`src/rtl/plc_pkg.sv`:
```
// Constants, field layouts and carriers for the programmable logic cell
package plc_pkg;

    // ----------------------------------------
    // Register map
    // ----------------------------------------
    localparam int          ADDR_W    = 12;
    localparam logic [11:0] ADDR_CFG  = 12'h000;
    localparam logic [11:0] ADDR_LUT  = 12'h004;
    localparam logic [11:0] ADDR_STAT = 12'h008;
    localparam logic [31:0] CFG_RESET = 32'h0fff0010;
    localparam logic [31:0] LUT_RESET = 32'h00000000;

    // ----------------------------------------
    // Control selection
    // ----------------------------------------
    localparam logic [2:0] SEL_NONE = 3'h7;
    localparam int         CTRL_N   = 8;

    // ----------------------------------------
    // Modes and options
    // ----------------------------------------
    typedef enum logic [1:0] {
        MODE_NORMAL = 2'h0,
        MODE_ARITH  = 2'h1,
        MODE_COUNT  = 2'h2
    } plc_mode_type;

    typedef enum logic [1:0] {
        FF_D  = 2'h0,
        FF_T  = 2'h1,
        FF_JK = 2'h2,
        FF_SR = 2'h3
    } plc_ff_type;

    typedef enum logic [1:0] {
        PACK_NONE   = 2'h0,
        PACK_DIRECT = 2'h1,
        PACK_SHARED = 2'h2
    } plc_pack_type;

    // ----------------------------------------
    // Carriers
    // ----------------------------------------
    typedef struct packed {
        logic [3:0]   glob_src;
        logic [2:0]   clk_sel;
        logic [2:0]   clr_sel;
        logic [2:0]   pre_sel;
        logic [2:0]   ena_sel;
        logic [1:0]   pack_idx;
        plc_pack_type pack;
        logic         cas_or;
        logic         cas_en;
        logic         chain_end;
        logic         chain_start;
        logic         carry_to_lut;
        logic         row_sel;
        logic         local_sel;
        logic         bypass;
        plc_ff_type   ff;
        plc_mode_type mode;
    } plc_cfg_type;

    typedef struct packed {
        logic first_data;
        logic second_data;
        logic third_data_input;
        logic fourth_data_input;
        logic carry_prev;
        logic carry_group;
        logic cascade;
    } plc_cell_in_type;

endpackage : plc_pkg

```
`src/rtl/plc_logic_cell.sv`:
```
// One programmable logic cell with its APB configuration slave
//
// Decided for this implementation: the register addresses and the APB slave port.
`timescale 1ns/1ps
`default_nettype none

module plc_logic_cell #(
    parameter int CELLS_PER_GROUP = 8,
    parameter int CELL_POS        = 0,
    parameter int NUM_DEDICATED   = 6,
    parameter int NUM_GLOBAL      = 4
) (
    // Clock and reset
    input  wire logic                       pclk,
    input  wire logic                       presetn,
    // APB slave
    input  wire logic                       psel,
    input  wire logic                       penable,
    input  wire logic                       pwrite,
    input  wire logic [plc_pkg::ADDR_W-1:0] paddr,
    input  wire logic [31:0]                pwdata,
    output logic                            pready,
    output logic [31:0]                     prdata,
    output logic                            pslverr,
    // Fabric inputs
    input  wire plc_pkg::plc_cell_in_type   cell_in,
    input  wire logic [NUM_DEDICATED-1:0]   dedicated_in,
    input  wire logic [NUM_GLOBAL-1:0]      global_int,
    input  wire logic                       ctrl_int,
    // Fabric outputs
    output logic                            local_out,
    output logic                            row_out,
    output logic                            carry_next_out,
    output logic                            carry_group_out,
    output logic                            cascade_out
);

    // ----------------------------------------
    // Declarations
    // ----------------------------------------
    localparam int LAST_POS = CELLS_PER_GROUP - 1;

    plc_pkg::plc_cfg_type       cfg_reg;
    logic [31:0]                lut_reg;
    logic [NUM_DEDICATED-1:0]   ded_s1_reg;
    logic [NUM_DEDICATED-1:0]   ded_s2_reg;
    logic [NUM_DEDICATED-1:0]   ded_s3_reg;
    logic [NUM_DEDICATED-1:0]   ded_f_reg;
    logic [NUM_GLOBAL-1:0]      glob;
    logic [plc_pkg::CTRL_N-1:0] ctrl_vec;
    logic                       clk_line;
    logic                       clk_prev_reg;
    logic                       clk_event;
    logic                       clr_on;
    logic                       pre_on;
    logic                       ena_on;
    logic                       carry_in;
    logic                       sel4;
    logic [3:0]                 idx4;
    logic [2:0]                 idx3;
    logic                       comb_val;
    logic                       carry_val;
    logic                       cas_val;
    logic                       reg_din;
    logic                       k_in;
    logic                       q_reg;
    logic                       q_next;
    logic [3:0]                 data_vec;
    logic                       pready_reg;
    logic [31:0]                prdata_reg;
    logic                       pslverr_reg;
    logic                       local_out_reg;
    logic                       row_out_reg;
    logic                       carry_next_reg;
    logic                       carry_group_reg;
    logic                       cascade_reg;
    logic                       wr_en;
    logic [31:0]                rd_mux;
    logic                       addr_err;

    // ----------------------------------------
    // APB slave
    // ----------------------------------------
    assign wr_en = psel & penable & pready_reg & pwrite;

    always_comb
    begin
        rd_mux   = '0;
        addr_err = 1'b0;
        case (paddr)
            plc_pkg::ADDR_CFG:  rd_mux = cfg_reg;
            plc_pkg::ADDR_LUT:  rd_mux = lut_reg;
            plc_pkg::ADDR_STAT:
            begin
                rd_mux[0]    = q_reg;
                rd_mux[1]    = local_out_reg;
                rd_mux[2]    = row_out_reg;
                rd_mux[3]    = carry_val;
                rd_mux[4]    = cascade_reg;
                rd_mux[15:8] = {{(8 - NUM_DEDICATED){1'b0}}, ded_f_reg};
                addr_err     = pwrite;
            end
            default:            addr_err = 1'b1;
        endcase
    end

    always_ff @(posedge pclk or negedge presetn)
    begin
        if (!presetn)
        begin
            pready_reg  <= 1'b0;
            prdata_reg  <= '0;
            pslverr_reg <= 1'b0;
        end
        else
        begin
            pready_reg  <= psel & ~penable;
            prdata_reg  <= (psel & ~penable & ~pwrite) ? rd_mux : '0;
            pslverr_reg <= psel & ~penable & addr_err;
        end
    end

    always_ff @(posedge pclk or negedge presetn)
    begin
        if (!presetn)
        begin
            cfg_reg <= plc_pkg::CFG_RESET;
            lut_reg <= plc_pkg::LUT_RESET;
        end
        else if (wr_en)
        begin
            if (paddr == plc_pkg::ADDR_CFG)
                cfg_reg <= pwdata;
            if (paddr == plc_pkg::ADDR_LUT)
                lut_reg <= pwdata;
        end
    end

    assign pready  = pready_reg;
    assign prdata  = prdata_reg;
    assign pslverr = pslverr_reg;

    // ----------------------------------------
    // Dedicated input synchronisers
    // ----------------------------------------
    always_ff @(posedge pclk or negedge presetn)
    begin
        if (!presetn)
        begin
            ded_s1_reg <= '0;
            ded_s2_reg <= '0;
            ded_s3_reg <= '0;
            ded_f_reg  <= '0;
        end
        else
        begin
            ded_s1_reg <= dedicated_in;
            ded_s2_reg <= ded_s1_reg;
            ded_s3_reg <= ded_s2_reg;
            for (int i = 0; i < NUM_DEDICATED; i++)
            begin
                if (ded_s2_reg[i] == ded_s3_reg[i])
                    ded_f_reg[i] <= ded_s3_reg[i];
            end
        end
    end

    // ----------------------------------------
    // Global lines and control selection
    // ----------------------------------------
    for (genvar g = 0; g < NUM_GLOBAL; g++)
    begin : g_glob
        assign glob[g] = cfg_reg.glob_src[g] ? global_int[g] : ded_f_reg[g];
    end

    assign ctrl_vec  = {1'b0, ctrl_int,
                        ded_f_reg[NUM_DEDICATED-1:NUM_GLOBAL], glob};
    assign clk_line  = ctrl_vec[cfg_reg.clk_sel];
    assign clr_on    = ctrl_vec[cfg_reg.clr_sel];
    assign pre_on    = ctrl_vec[cfg_reg.pre_sel];
    assign ena_on    = (cfg_reg.ena_sel == plc_pkg::SEL_NONE) |
                       ctrl_vec[cfg_reg.ena_sel];
    assign clk_event = clk_line & ~clk_prev_reg;

    always_ff @(posedge pclk or negedge presetn)
    begin
        if (!presetn)
            clk_prev_reg <= 1'b0;
        else
            clk_prev_reg <= clk_line;
    end

    // ----------------------------------------
    // Carry entry
    // ----------------------------------------
    always_comb
    begin
        if (cfg_reg.chain_start)
            carry_in = 1'b0;
        else if (CELL_POS == 0)
            carry_in = cell_in.carry_group;
        else
            carry_in = cell_in.carry_prev;
    end

    // ----------------------------------------
    // Lookup tables per mode
    // ----------------------------------------
    assign data_vec = {cell_in.fourth_data_input, cell_in.third_data_input,
                       cell_in.second_data, cell_in.first_data};
    always_comb
    begin
        sel4 = cell_in.fourth_data_input;
        if (cfg_reg.carry_to_lut)
            sel4 = carry_in;
        else if (cfg_reg.pack == plc_pkg::PACK_DIRECT)
            sel4 = 1'b0;
        idx4 = {sel4, cell_in.third_data_input, cell_in.second_data,
                cell_in.first_data};
        idx3 = '0;
        comb_val  = 1'b0;
        carry_val = 1'b0;
        reg_din   = 1'b0;
        case (cfg_reg.mode)
            plc_pkg::MODE_NORMAL:
            begin
                comb_val = lut_reg[idx4];
                reg_din  = comb_val;
            end
            plc_pkg::MODE_ARITH:
            begin
                idx3      = {carry_in, cell_in.second_data, cell_in.first_data};
                comb_val  = lut_reg[{1'b0, idx3}];
                carry_val = lut_reg[{1'b1, idx3}];
                reg_din   = comb_val;
            end
            plc_pkg::MODE_COUNT:
            begin
                idx3      = {carry_in, cell_in.first_data, q_reg};
                comb_val  = lut_reg[{1'b0, idx3}];
                carry_val = lut_reg[{1'b1, idx3}];
                if (cell_in.third_data_input)
                    reg_din = cell_in.fourth_data_input;
                else if (cell_in.second_data)
                    reg_din = comb_val;
                else
                    reg_din = q_reg;
            end
            default: comb_val = 1'b0;
        endcase
        if (cfg_reg.mode != plc_pkg::MODE_COUNT)
        begin
            if (cfg_reg.pack == plc_pkg::PACK_DIRECT)
                reg_din = cell_in.fourth_data_input;
            else if (cfg_reg.pack == plc_pkg::PACK_SHARED)
                reg_din = data_vec[cfg_reg.pack_idx];
        end
    end

    // Cascade combine, also in arithmetic mode
    always_comb
    begin
        if (!cfg_reg.cas_en)
            cas_val = comb_val;
        else if (cfg_reg.cas_or)
            cas_val = comb_val | cell_in.cascade;
        else
            cas_val = comb_val & cell_in.cascade;
    end

    // ----------------------------------------
    // Programmable register
    // ----------------------------------------
    assign k_in = cell_in.third_data_input;
    always_comb
    begin
        case (cfg_reg.ff)
            plc_pkg::FF_D:  q_next = reg_din;
            plc_pkg::FF_T:  q_next = q_reg ^ reg_din;
            plc_pkg::FF_JK: q_next = (reg_din & ~q_reg) | (~k_in & q_reg);
            plc_pkg::FF_SR: q_next = reg_din | (~k_in & q_reg);
            default:        q_next = q_reg;
        endcase
    end

    always_ff @(posedge pclk or negedge presetn)
    begin
        if (!presetn)
            q_reg <= 1'b0;
        else if (clr_on)
            q_reg <= 1'b0;
        else if (pre_on)
            q_reg <= 1'b1;
        else if (clk_event && ena_on)
            q_reg <= q_next;
    end

    // ----------------------------------------
    // Output routing
    // ----------------------------------------
    always_ff @(posedge pclk or negedge presetn)
    begin
        if (!presetn)
        begin
            local_out_reg <= 1'b0;
            row_out_reg   <= 1'b0;
            cascade_reg   <= 1'b0;
        end
        else
        begin
            cascade_reg <= cas_val;
            if (cfg_reg.bypass)
            begin
                local_out_reg <= cas_val;
                row_out_reg   <= cas_val;
            end
            else
            begin
                local_out_reg <= cfg_reg.local_sel ? q_reg : cas_val;
                row_out_reg   <= cfg_reg.row_sel ? q_reg : cas_val;
            end
        end
    end

    // ----------------------------------------
    // Carry exits
    // ----------------------------------------
    always_ff @(posedge pclk or negedge presetn)
    begin
        if (!presetn)
        begin
            carry_next_reg  <= 1'b0;
            carry_group_reg <= 1'b0;
        end
        else if (cfg_reg.chain_end)
        begin
            carry_next_reg  <= 1'b0;
            carry_group_reg <= 1'b0;
        end
        else
        begin
            carry_next_reg  <= (CELL_POS != LAST_POS) & carry_val;
            carry_group_reg <= (CELL_POS == LAST_POS) & carry_val;
        end
    end

    assign local_out       = local_out_reg;
    assign row_out         = row_out_reg;
    assign cascade_out     = cascade_reg;
    assign carry_next_out  = carry_next_reg;
    assign carry_group_out = carry_group_reg;
endmodule : plc_logic_cell

`default_nettype wire

```
`config.mk`:
```
export PLATFORM = sky130hd
export DESIGN_NAME = plc_logic_cell
export DESIGN_NICKNAME = d
export VERILOG_FILES = /design/src/rtl/plc_pkg.sv /design/src/rtl/plc_logic_cell.sv
export SDC_FILE = /design/constraint.sdc
export NUM_CORES = 1
export LEC_CHECK = 0
export ABC_CLOCK_PERIOD_IN_PS = 4500
export BUFFER_PORTS_ARGS = -buffer_cell sky130_fd_sc_hd__buf_2
export CAP_MARGIN = 20
export CORE_ASPECT_RATIO = 0.5
export CORE_MARGIN = 2
export CORE_UTILIZATION = 35
export CTS_CLUSTER_DIAMETER = 200
export DETAILED_ROUTE_END_ITERATION = 12
export GPL_TIMING_DRIVEN = 0
export MAX_ROUTING_LAYER = met4
export SKIP_LAST_GASP = 1
export SYNTH_ARGS = -nofsm -noshare
export SYNTH_HDL_FRONTEND = slang
export SYNTH_SLANG_ARGS = --single-unit
```
`constraint.sdc`:
```
create_clock -name pclk -period 4.5 [get_ports pclk]
set_input_delay 0.675 -clock pclk [delete_from_list [all_inputs] [get_ports pclk]]
set_output_delay 0.675 -clock pclk [all_outputs]
set_load 0.01 [all_outputs]
```
======== Word-level counts from Yosys, hierarchy flattened ========
Index checks and enable logic that the tools add are counted.
operators by class
  magnitude comparators ................... 10
  eq/ne operators ......................... 17
  mux-type cells .......................... 52
  bitwise logic cells ..................... 20
  reduce and logical (&&, ||, !) cells .... 8
operators with widths
  cell                                                                    number
  1-bit 2-to-1 mux                                                        32
  32-bit 2-to-1 mux                                                       1
  16-bit one-hot mux with 2 select lines                                  1
  1-bit binary-select mux with 3-bit select                               8
  8-bit one-hot mux with 3 select lines                                   1
  4-bit by 6-bit < comparator with 1-bit output, second input constant    3
  3-bit by 4-bit < comparator with 1-bit output, second input constant    4
  5-bit one-hot mux with 3 select lines                                   1
  12-bit by 3-bit equality test with 1-bit output, second input constant  1
  12-bit by 4-bit equality test with 1-bit output, second input constant  1
  12-bit zero test                                                        1
  3-bit by 6-bit < comparator with 1-bit output, second input constant    2
  1-bit bitwise AND                                                       10
  2-bit equality test, second input constant                              4
  1-bit equality test                                                     6
  2-bit by 1-bit equality test with 1-bit output, second input constant   3
  1-bit one-hot mux with 3 select lines                                   2
  3-bit one-hot mux with 2 select lines                                   1
  1-bit inverter                                                          5
  1-bit binary-select mux with 4-bit select                               1
  2-bit zero test                                                         2
  1-bit OR                                                                4
  1-bit one-hot mux with 2 select lines                                   2
  1-bit one-hot mux with 4 select lines                                   1
  9 further kinds                                                         10
storage, ports and cells
  register bits ........................... 128
  input bits .............................. 67
  output and inout port bits .............. 39
  word-level logic and storage cells ...... 143

======== Longest topological paths before layout ========
Gate-level depths: netlist of run 1.
  word-level depth ........................ 15
  depth in mapped cells ................... 15
  gate-level depth less buffers ........... 15

======== Worst setup path after synthesis of run 1 ========
OpenSTA, ideal clock, no wires.
  path kind ............................... input-to-reg
  start ................................... in cell_in[6] (netlist name)
  end ..................................... reg q_reg
  setup time .............................. 0.075 ns
  arrival time ............................ 3.306 ns
  required time ........................... 4.425 ns
  slack ................................... 1.119 ns
  stages .................................. 12
  buffers on the path ..................... 1
  cells stage by stage .................... buf_4 -> mux4_2 -> nand3b_1 -> a41oi_1 -> nor3_1 -> o31ai_1 -> ha_1 -> a221oi_1 -> o2111ai_1 -> a31o_1 -> or4_1 -> o2bb2ai_2
between the ends
  word-level cells in the longest chain between the ends .. 14
  elaborated cells between the ends (all ways) .. 22
  those cells by class .................... mux: 18; bitwise: 4
ends and longest elaborated chain
  element                                    line                   text
  from (decl)                                plc_logic_cell.sv:26   input wire plc_pkg::plc_cell_in_type cell_in,
  1-bit binary-select mux with 3-bit select  plc_logic_cell.sv:240  comb_val = lut_reg[{1'b0, idx3}];
  1-bit 2-to-1 mux (implied by the code)     plc_logic_cell.sv:240
  1-bit 2-to-1 mux                           plc_logic_cell.sv:244  else if (cell_in.second_data)
  1-bit 2-to-1 mux                           plc_logic_cell.sv:242  if (cell_in.third_data_input)
  1-bit one-hot mux with 3 select lines      plc_logic_cell.sv:224  case (cfg_reg.mode)
  1-bit 2-to-1 mux                           plc_logic_cell.sv:255  else if (cfg_reg.pack == plc_pkg::PACK_SHARED)
  1-bit 2-to-1 mux                           plc_logic_cell.sv:253  if (cfg_reg.pack == plc_pkg::PACK_DIRECT)
  1-bit 2-to-1 mux *                         plc_logic_cell.sv:251  if (cfg_reg.mode != plc_pkg::MODE_COUNT)
  1-bit bitwise AND                          plc_logic_cell.sv:280  plc_pkg::FF_JK: q_next = (reg_din & ~q_reg) | (~k_in & q_reg);
  1-bit OR                                   plc_logic_cell.sv:280
  1-bit one-hot mux with 4 select lines *    plc_logic_cell.sv:277  case (cfg_reg.ff)
  1-bit 2-to-1 mux *                         plc_logic_cell.sv:294  else if (clk_event && ena_on)
  1-bit 2-to-1 mux *                         plc_logic_cell.sv:292  else if (pre_on)
  1-bit 2-to-1 mux *                         plc_logic_cell.sv:290  else if (clr_on)
  to (signal assigned)                       plc_logic_cell.sv:295  q_reg <= q_next;
  to (decl)                                  plc_logic_cell.sv:66   logic q_reg;
Every way passes the cells marked *; elsewhere a longest branch is shown, timed or not. The select of a mux whose other input is x is not followed.
A chain may end at the register's enable or synchronous reset.

======== Worst setup path after layout of run 1 ========
  start ................................... reg cfg_reg[0] (netlist name)
  end ..................................... reg q_reg
between the ends
  word-level cells in the longest chain between the ends .. 11
  elaborated cells between the ends (all ways) .. 16
  those cells by class .................... eq/ne: 3; mux: 8; bitwise: 4; reduce/logical: 1
ends and longest elaborated chain
  element                                            line                   text
  from (decl)                                        plc_logic_cell.sv:43   plc_pkg::plc_cfg_type cfg_reg;
  from (signal assigned)                             plc_logic_cell.sv:127  cfg_reg <= plc_pkg::CFG_RESET;
  from (signal assigned)                             plc_logic_cell.sv:133  cfg_reg <= pwdata;
  2-bit equality test, or another cell as far along  -
  1-bit one-hot mux with 3 select lines              plc_logic_cell.sv:224
  1-bit 2-to-1 mux                                   plc_logic_cell.sv:255
  1-bit 2-to-1 mux                                   plc_logic_cell.sv:253
  1-bit 2-to-1 mux *                                 plc_logic_cell.sv:251
  1-bit bitwise AND                                  plc_logic_cell.sv:280
  1-bit OR                                           plc_logic_cell.sv:280
  1-bit one-hot mux with 4 select lines *            plc_logic_cell.sv:277
  1-bit 2-to-1 mux *                                 plc_logic_cell.sv:294
  1-bit 2-to-1 mux *                                 plc_logic_cell.sv:292
  1-bit 2-to-1 mux *                                 plc_logic_cell.sv:290
Marked as above.

==> results of run 1 <==
-- final cells by class --
| class | instances | area [um2] | area share, % |
|---|---|---|---|
| Multi-Input combinational cell | 271 | 2255 | 32.28 |
| Sequential cell | 128 | 3219 | 46.09 |
| Timing Repair Buffer | 103 | 544.3 | 7.792 |
| Clock buffer | 18 | 429.2 | 6.144 |
| Clock inverter | 14 | 120.1 | 1.720 |
| Inverter | 14 | 52.55 | 0.7523 |
| Tap cell | 204 | 255.2 | 3.654 |
| Buffer | 21 | 107.6 | 1.540 |
| Antenna cell | 1 | 2.502 | 0.03582 |
-- critical path, cell delays in order (launching register included) --
cell	delay, ns
dfrtp_1	0.43
inv_1	0.12
ha_1	0.27
inv_1	0.14
a31oi_1	0.16
nand4_1	0.16
o32ai_1	0.33
nor3_1	0.10
o31ai_1	0.25
ha_1	0.29
a221oi_1	0.28
o2111ai_1	0.23
a31o_1	0.27
or4_1	0.42
o2bb2ai_2	0.12
-- worst max-delay path by stage --
stage                     depth (start not counted)  slack [ns]     to       start
after detailed placement                         13        0.58  q_reg  cell_in[6]
final                                            14        0.84  q_reg  cfg_reg[0]
after global routing                             14        0.55  q_reg  cfg_reg[0]
after CTS                                        13        0.91  q_reg       q_reg
after global placement                           13        0.55  q_reg  cell_in[6]
after floorplan                                  12        1.12  q_reg  cell_in[6]
-- cells by family (layout without fill, tap and decap cells) --
kind of cell,Yosys count,in the layout,share of synthesized area (%)
compound gates,70,70,9.261
fa+ha+maj,11,11,2.176
buf+inv,35,170,2.842
flops,128,128,57.14
mux,90,90,19.70
other cells,1,2,0.06656
simple gates,99,99,8.816
-- cell usage in the layout (no fill, tap or decap), types with 4 or more instances in the layout --
cell / synthesis / routed
nor2b_1: 7 / 7
a22oi_1: 25 / 25
mux2_1: 30 / 30
ha_1: 5 / 5
clkinv_2: 0 / 5
a222oi_1: 8 / 8
nor2_1: 35 / 35
clkbuf_16: 0 / 17
buf_2: 5 / 106
nand2b_1: 9 / 9
buf_4: 4 / 4
inv_1: 14 / 14
a21oi_1: 10 / 10
nand3_1: 9 / 9
nor3_1: 5 / 5
nand2_1: 18 / 18
dfrtp_1: 115 / 115
mux4_2: 10 / 10
mux2i_1: 13 / 13
maj3_1: 6 / 6
clkinvlp_4: 0 / 4
clkbuf_1: 10 / 11
o21ai_1: 4 / 4
mux2_2: 37 / 37
clkinv_4: 0 / 4
dfstp_2: 13 / 13
-- synth_stat cells (6+ instances only) --
cell | number | area, um2
a22oi_1 | 25 | 187.7
nor2_1 | 35 | 131.4
nand2_1 | 18 | 67.56
a222oi_1 | 8 | 80.08
nand3_1 | 9 | 45.04
mux2_2 | 37 | 416.7
nor2b_1 | 7 | 43.79
dfstp_2 | 13 | 341.6
mux2_1 | 30 | 337.8
dfrtp_1 | 115 | 2878
mux2i_1 | 13 | 130.1
inv_1 | 14 | 52.55
clkbuf_1 | 10 | 37.54
nand2b_1 | 9 | 56.30
a21oi_1 | 10 | 50.05
mux4_2 | 10 | 225.2
maj3_1 | 6 | 60.06
-- power groups by stage --
stage | combinational (W) | sequential, W | clock, W
floorplan | 0.0000551 | 0.00120 | 0
global placement | 0.000130 | 0.00120 | 0
detailed placement | 0.000136 | 0.00120 | 0
CTS | 0.000136 | 0.00118 | 0.00129
global route | 0.000149 | 0.00119 | 0.00134
finish | 0.000133 | 0.00118 | 0.00127
-- per-layer routing --
layer | vias up | GRT usage, % | routed length [um] | part of all wire (%)
li1 | 1837 | - | - | -
met5 | - | - | 0 | 0
met2 | 96 | 28.18 | 6898 | 47
met4 | 0 | 6.800 | 214 | 1.5
met3 | 17 | 4.341 | 703 | 4.8
met1 | 2090 | 25.32 | 6914 | 47
-- metrics by stage --
| step | power [W] | area, um2 | utilization (%) |
|---|---|---|---|
| after floorplan | 0.001252 | 5634 | - |
| after global routing | 0.002672 | 6985 | 44.85 |
| final | 0.002589 | 6985 | 44.85 |
| after CTS | 0.002614 | 6983 | 44.83 |
| after detailed placement | 0.001340 | 6434 | 41.31 |
| after global placement | 0.001333 | 6400 | 41.09 |
==> summary.txt, run 1 <==
first drt pass iteration count: 5
mapped cell area: 0.005634 mm2
fillers: 1426
gpl congestion: 0.8989
DRC: 0
initial drt markers: 294
Seq pwr share: 45.7%
Pint: 0.001980 W
CTS tree: built
fraction of registers with async set/reset: 100.0%
Final Max Slew Viols: 0
PostCTS Resize Cnt: 0
Slew HR: 39.04%
# nets final: 628
path depth of the worst reg2reg path: 14
Num CTS Buffers: 17
Final setup viols: 0
worst endpoint data arrival time: 3.99 ns
gr ovfl total: 0
power density over the cells: 370.6 mW/mm2
sw power: 0.0006089 W
vias: 4040
syn_nets: 506
Root Buffer: clkbuf_16
Post-synth EDFFs: 0
VDD IR max: 0.2606 mV
# Post-CTS Setup Buffers: 0
Die Y: 93.72 um
clock share of power: 49.1%
placed cell count: 741
first-pass GRT wire length: 23360 um
Hold Violations, Final: 0
Seq cells post-synth: 128
Mean Syn Cell Area: 12.98 um2
detail-routed via count per cell: 5.220
hold crit path type: in -> async
Non-Filler Instances: 774
Fmax: 273.4 MHz
synth warn: 0
vias in the first global route: 4185
maxcap violations: 0
initial antenna violation count: 1
Final TNS setup: 0 ns
Place WS: 0.5785 ns
Slew @ Worst Pin: 0.9075 ns
Required @ worst endpoint: 4.84 ns
cell leakage power: 3.308 nW
CP endpoint kind: register
Worst R2R Setup Slack: 0.84 ns
overall routing resource usage: 18.84%
final worst-path cycle share: 81.29%
final wirelength: 14730 um
detailed placement HPWL: 10630 um
area of the core: 0.01557 mm2
Sink Count: 128
most common flop cell mapped by yosys: dfrtp_1
maximum clock path buffer count: 2
Initial Util: 36.17%
die area: 0.01719 mm2
crit path kind: reg -> reg
die width: 183.4 um
post-synthesis sequential area ratio: 57.14%
Yosys cell types: 52
H-tree levels: 4
final setup margin: 0.8421 ns
worst-skew pair later-pin latency: 0.41 ns
CP max FO: 5
Gate Count Post-Synth: 434
RSZ-0062 raised after global routing: no
clock-pin slew on the worst setup and hold paths: 0.06 ns
Logic pwr share: 5.1%
outcome: completed
R2R Path Start: cfg_reg[0]
pin count of the biggest net entering global routing: 89
IO Count: 106
port bufs: 102
synthesis-to-layout area growth: 23.98%
switching share of power: 23.52%
skew final: 0.007154 ns
hold_ws: 0.1645 ns
Avg WL per Cell: 19.03 um
Core Rows: 32
number of hold buffers added after cts: 0
critical path launch point type: register
R2R Path End: q_reg
Period minus WS final: 3.658 ns
antenna-violating nets left: 0
share of cells above drive strength 1: 36.38%
(Power assumes the default switching activity.)
==> run 2, diff against run 1 <==
ABC_CLOCK_PERIOD_IN_PS = 3550   (was 4500)
clock period = 3.55 ns   (was 4.5 ns; I/O delays follow)
==> run 2 against run 1 <==
  * Sequential power grew 28%
  * Global-route usage about the same
  * Flip-flop and latch count unchanged
  * Total power is 27% higher
  * Clock power increased by 27%
  * Die area unchanged
  * Largest cell class unchanged
==> summary.txt, run 2 (same netlist as run 1, synthesis figures left out) <==
worst endpoint data arrival time: 3.68 ns (was 3.99 ns)
number of hold buffers added after cts: 0 (unchanged)
worst-skew pair later-pin latency: 0.41 ns (about the same)
maximum clock path buffer count: 2 (unchanged)
hold_ws: 0.02141 ns (was 0.1645 ns)
overall routing resource usage: 18.83% (was 18.84%)
Place WS: -0.2290 ns (was 0.5785 ns)
skew final: 0.008406 ns (was 0.007154 ns)
initial antenna violation count: 1 (unchanged)
Slew HR: 37.19% (was 39.04%)
top sig layer: met4 (unchanged)
detail-routed via count per cell: 5.225 (was 5.220)
final wirelength: 14780 um (was 14730 um)
gr ovfl total: 0 (unchanged)
VDD IR max: 0.3303 mV (was 0.2606 mV)
crit path kind: in -> reg (was reg -> reg)
Avg WL per Cell: 19.07 um (was 19.03 um)
first drt pass iteration count: 5 (unchanged)
# nets final: 629 (was 628)
CP endpoint kind: register (unchanged)
placed cell count: 741 (unchanged)
Die Y: 93.72 um (unchanged)
first-pass GRT wire length: 23350 um (was 23360 um)
die area: 0.01719 mm2 (unchanged)
share of cells above drive strength 1: 38.42% (was 36.38%)
maxcap violations: 0 (unchanged)
Hold Violations, Final: 0 (unchanged)
Final Max Slew Viols: 0 (unchanged)
antenna-violating nets left: 0 (unchanged)
hold crit path type: in -> async (unchanged)
Fmax: 299.0 MHz
Num CTS Buffers: 17 (unchanged)
clock-pin slew on the worst setup and hold paths: 0.06 ns (about the same)
Final setup viols: 0 (unchanged)
commonest non-fill, non-tap cell in the layout: dfrtp_1 (unchanged)
wire length on met3: 881 um (was 703 um)
DRC: 0 (unchanged)
Final TNS setup: 0 ns (unchanged)
area of the core: 0.01557 mm2 (unchanged)
outcome: completed (unchanged)
IO Count: 106 (unchanged)
critical path launch point type: input pin (was register)
Worst R2R Setup Slack: 0.21 ns (was 0.84 ns)
Core Rows: 32 (unchanged)
detailed placement HPWL: 10630 um (unchanged)
die width: 183.4 um (unchanged)
CP max FO: 10 (was 5)
port bufs: 102 (unchanged)
CTS tree: built (unchanged)
final worst-path cycle share: 94.21%
Period minus WS final: 3.344 ns
Initial Util: 36.17% (unchanged)
Required @ worst endpoint: 3.89 ns (was 4.84 ns)
initial drt markers: 259 (was 294)
fillers: 1418 (was 1426)
synthesis-to-layout area growth: 25.09% (was 23.98%)
Non-Filler Instances: 775 (was 774)
pin count of the biggest net entering global routing: 89 (unchanged)
Slew @ Worst Pin: 0.9351 ns (was 0.9075 ns)
final setup margin: 0.2057 ns (was 0.8421 ns)
Sink Count: 128 (unchanged)
cell leakage power: 3.324 nW (was 3.308 nW)
commonest cells after routing, fill and taps aside: dfrtp_1, buf_2, mux2_2 (unchanged)
power density over the cells: 465.6 mW/mm2 (was 370.6 mW/mm2)
wl on met1: 6759 um (was 6914 um)
H-tree levels: 4 (unchanged)
vias in the first global route: 4185 (unchanged)
Root Buffer: clkbuf_16 (unchanged)
gpl congestion: 0.8989 (unchanged)
routed wl met2: 6916 um (was 6898 um)
vias: 4049 (was 4040)
==> run 2: cell count changes in the layout (fill, tap and decap cells not counted), moves of 2 or more <==
cell     before  now
buf_4         4    6
inv_1        14   12
nor2b_1       7    5
inv_2         0    2
==> run 2: critical path: stages <==
cell and delay [ns]:
buf_2 0.10, buf_4 0.21, mux4_2 0.57, nand3b_1 0.13, a41oi_2 0.17, nor3_1 0.25, o31ai_1 0.10, ha_1 0.34
a221oi_2 0.30, o2111ai_2 0.18, a31o_1 0.25, or4_1 0.42, o2bb2ai_2 0.12
==> run 2: final timing paths <==
check                                 from            end  depth (start not counted)
hold reg to reg              ded_s1_reg[2]  ded_s2_reg[2]                          0
hold / removal                     presetn    lut_reg[19]                          1
min in group pclk          dedicated_in[0]  ded_s1_reg[0]                          1
setup / recovery                cell_in[6]          q_reg                         13
setup reg to reg                cfg_reg[0]          q_reg                         14
max in group asynchronous          presetn     cfg_reg[4]                          2
==> run 2: layer usage <==
layer / vias up / track usage, %
li1: 1838 / -
met1: 2092 / 25.30
met2: 99 / 28.18
met3: 20 / 4.341
met4: 0 / 6.800
met5: - / -
==> run 2: cell type report <==
cell class	instances	area [um2]	area share, %
Antenna cell	1	2.502	0.03551
Buffer	20	103.9	1.473
Clock buffer	18	429.2	6.089
Clock inverter	14	120.1	1.704
Inverter	14	52.55	0.7456
Multi-Input combinational cell	271	2305	32.70
Sequential cell	128	3221	45.70
Tap cell	204	255.2	3.622
Timing Repair Buffer	105	559.3	7.935
==> run 2: stage by stage <==
step / total power [W] / area, um2 / util [%]
2_1_floorplan: 0.001587 / 5634 / -
3_3_place_gp: 0.001690 / 6400 / 41.09
3_5_place_dp: 0.001698 / 6434 / 41.31
4_1_cts: 0.003313 / 6987 / 44.86
5_1_grt: 0.003387 / 7048 / 45.25
6_report: 0.003282 / 7048 / 45.25
==> run 2: repair_timing <==
action | in CTS | in global routing
hold endpoints to repair | 0 | 0
gates resized for setup | 1 | 11
setup endpoints to repair | 1 | 1
setup buffers | 0 | 2
pin swaps | 0 | 6
==> run 2: power by group <==
part	switching [W]	total, W	internal, W	leakage [nW]
combinational	0.0000931	0.000163	0.0000699	1.39
sequential	0.0000252	0.00151	0.00148	1.67
clock	0.000654	0.00161	0.000957	0.261
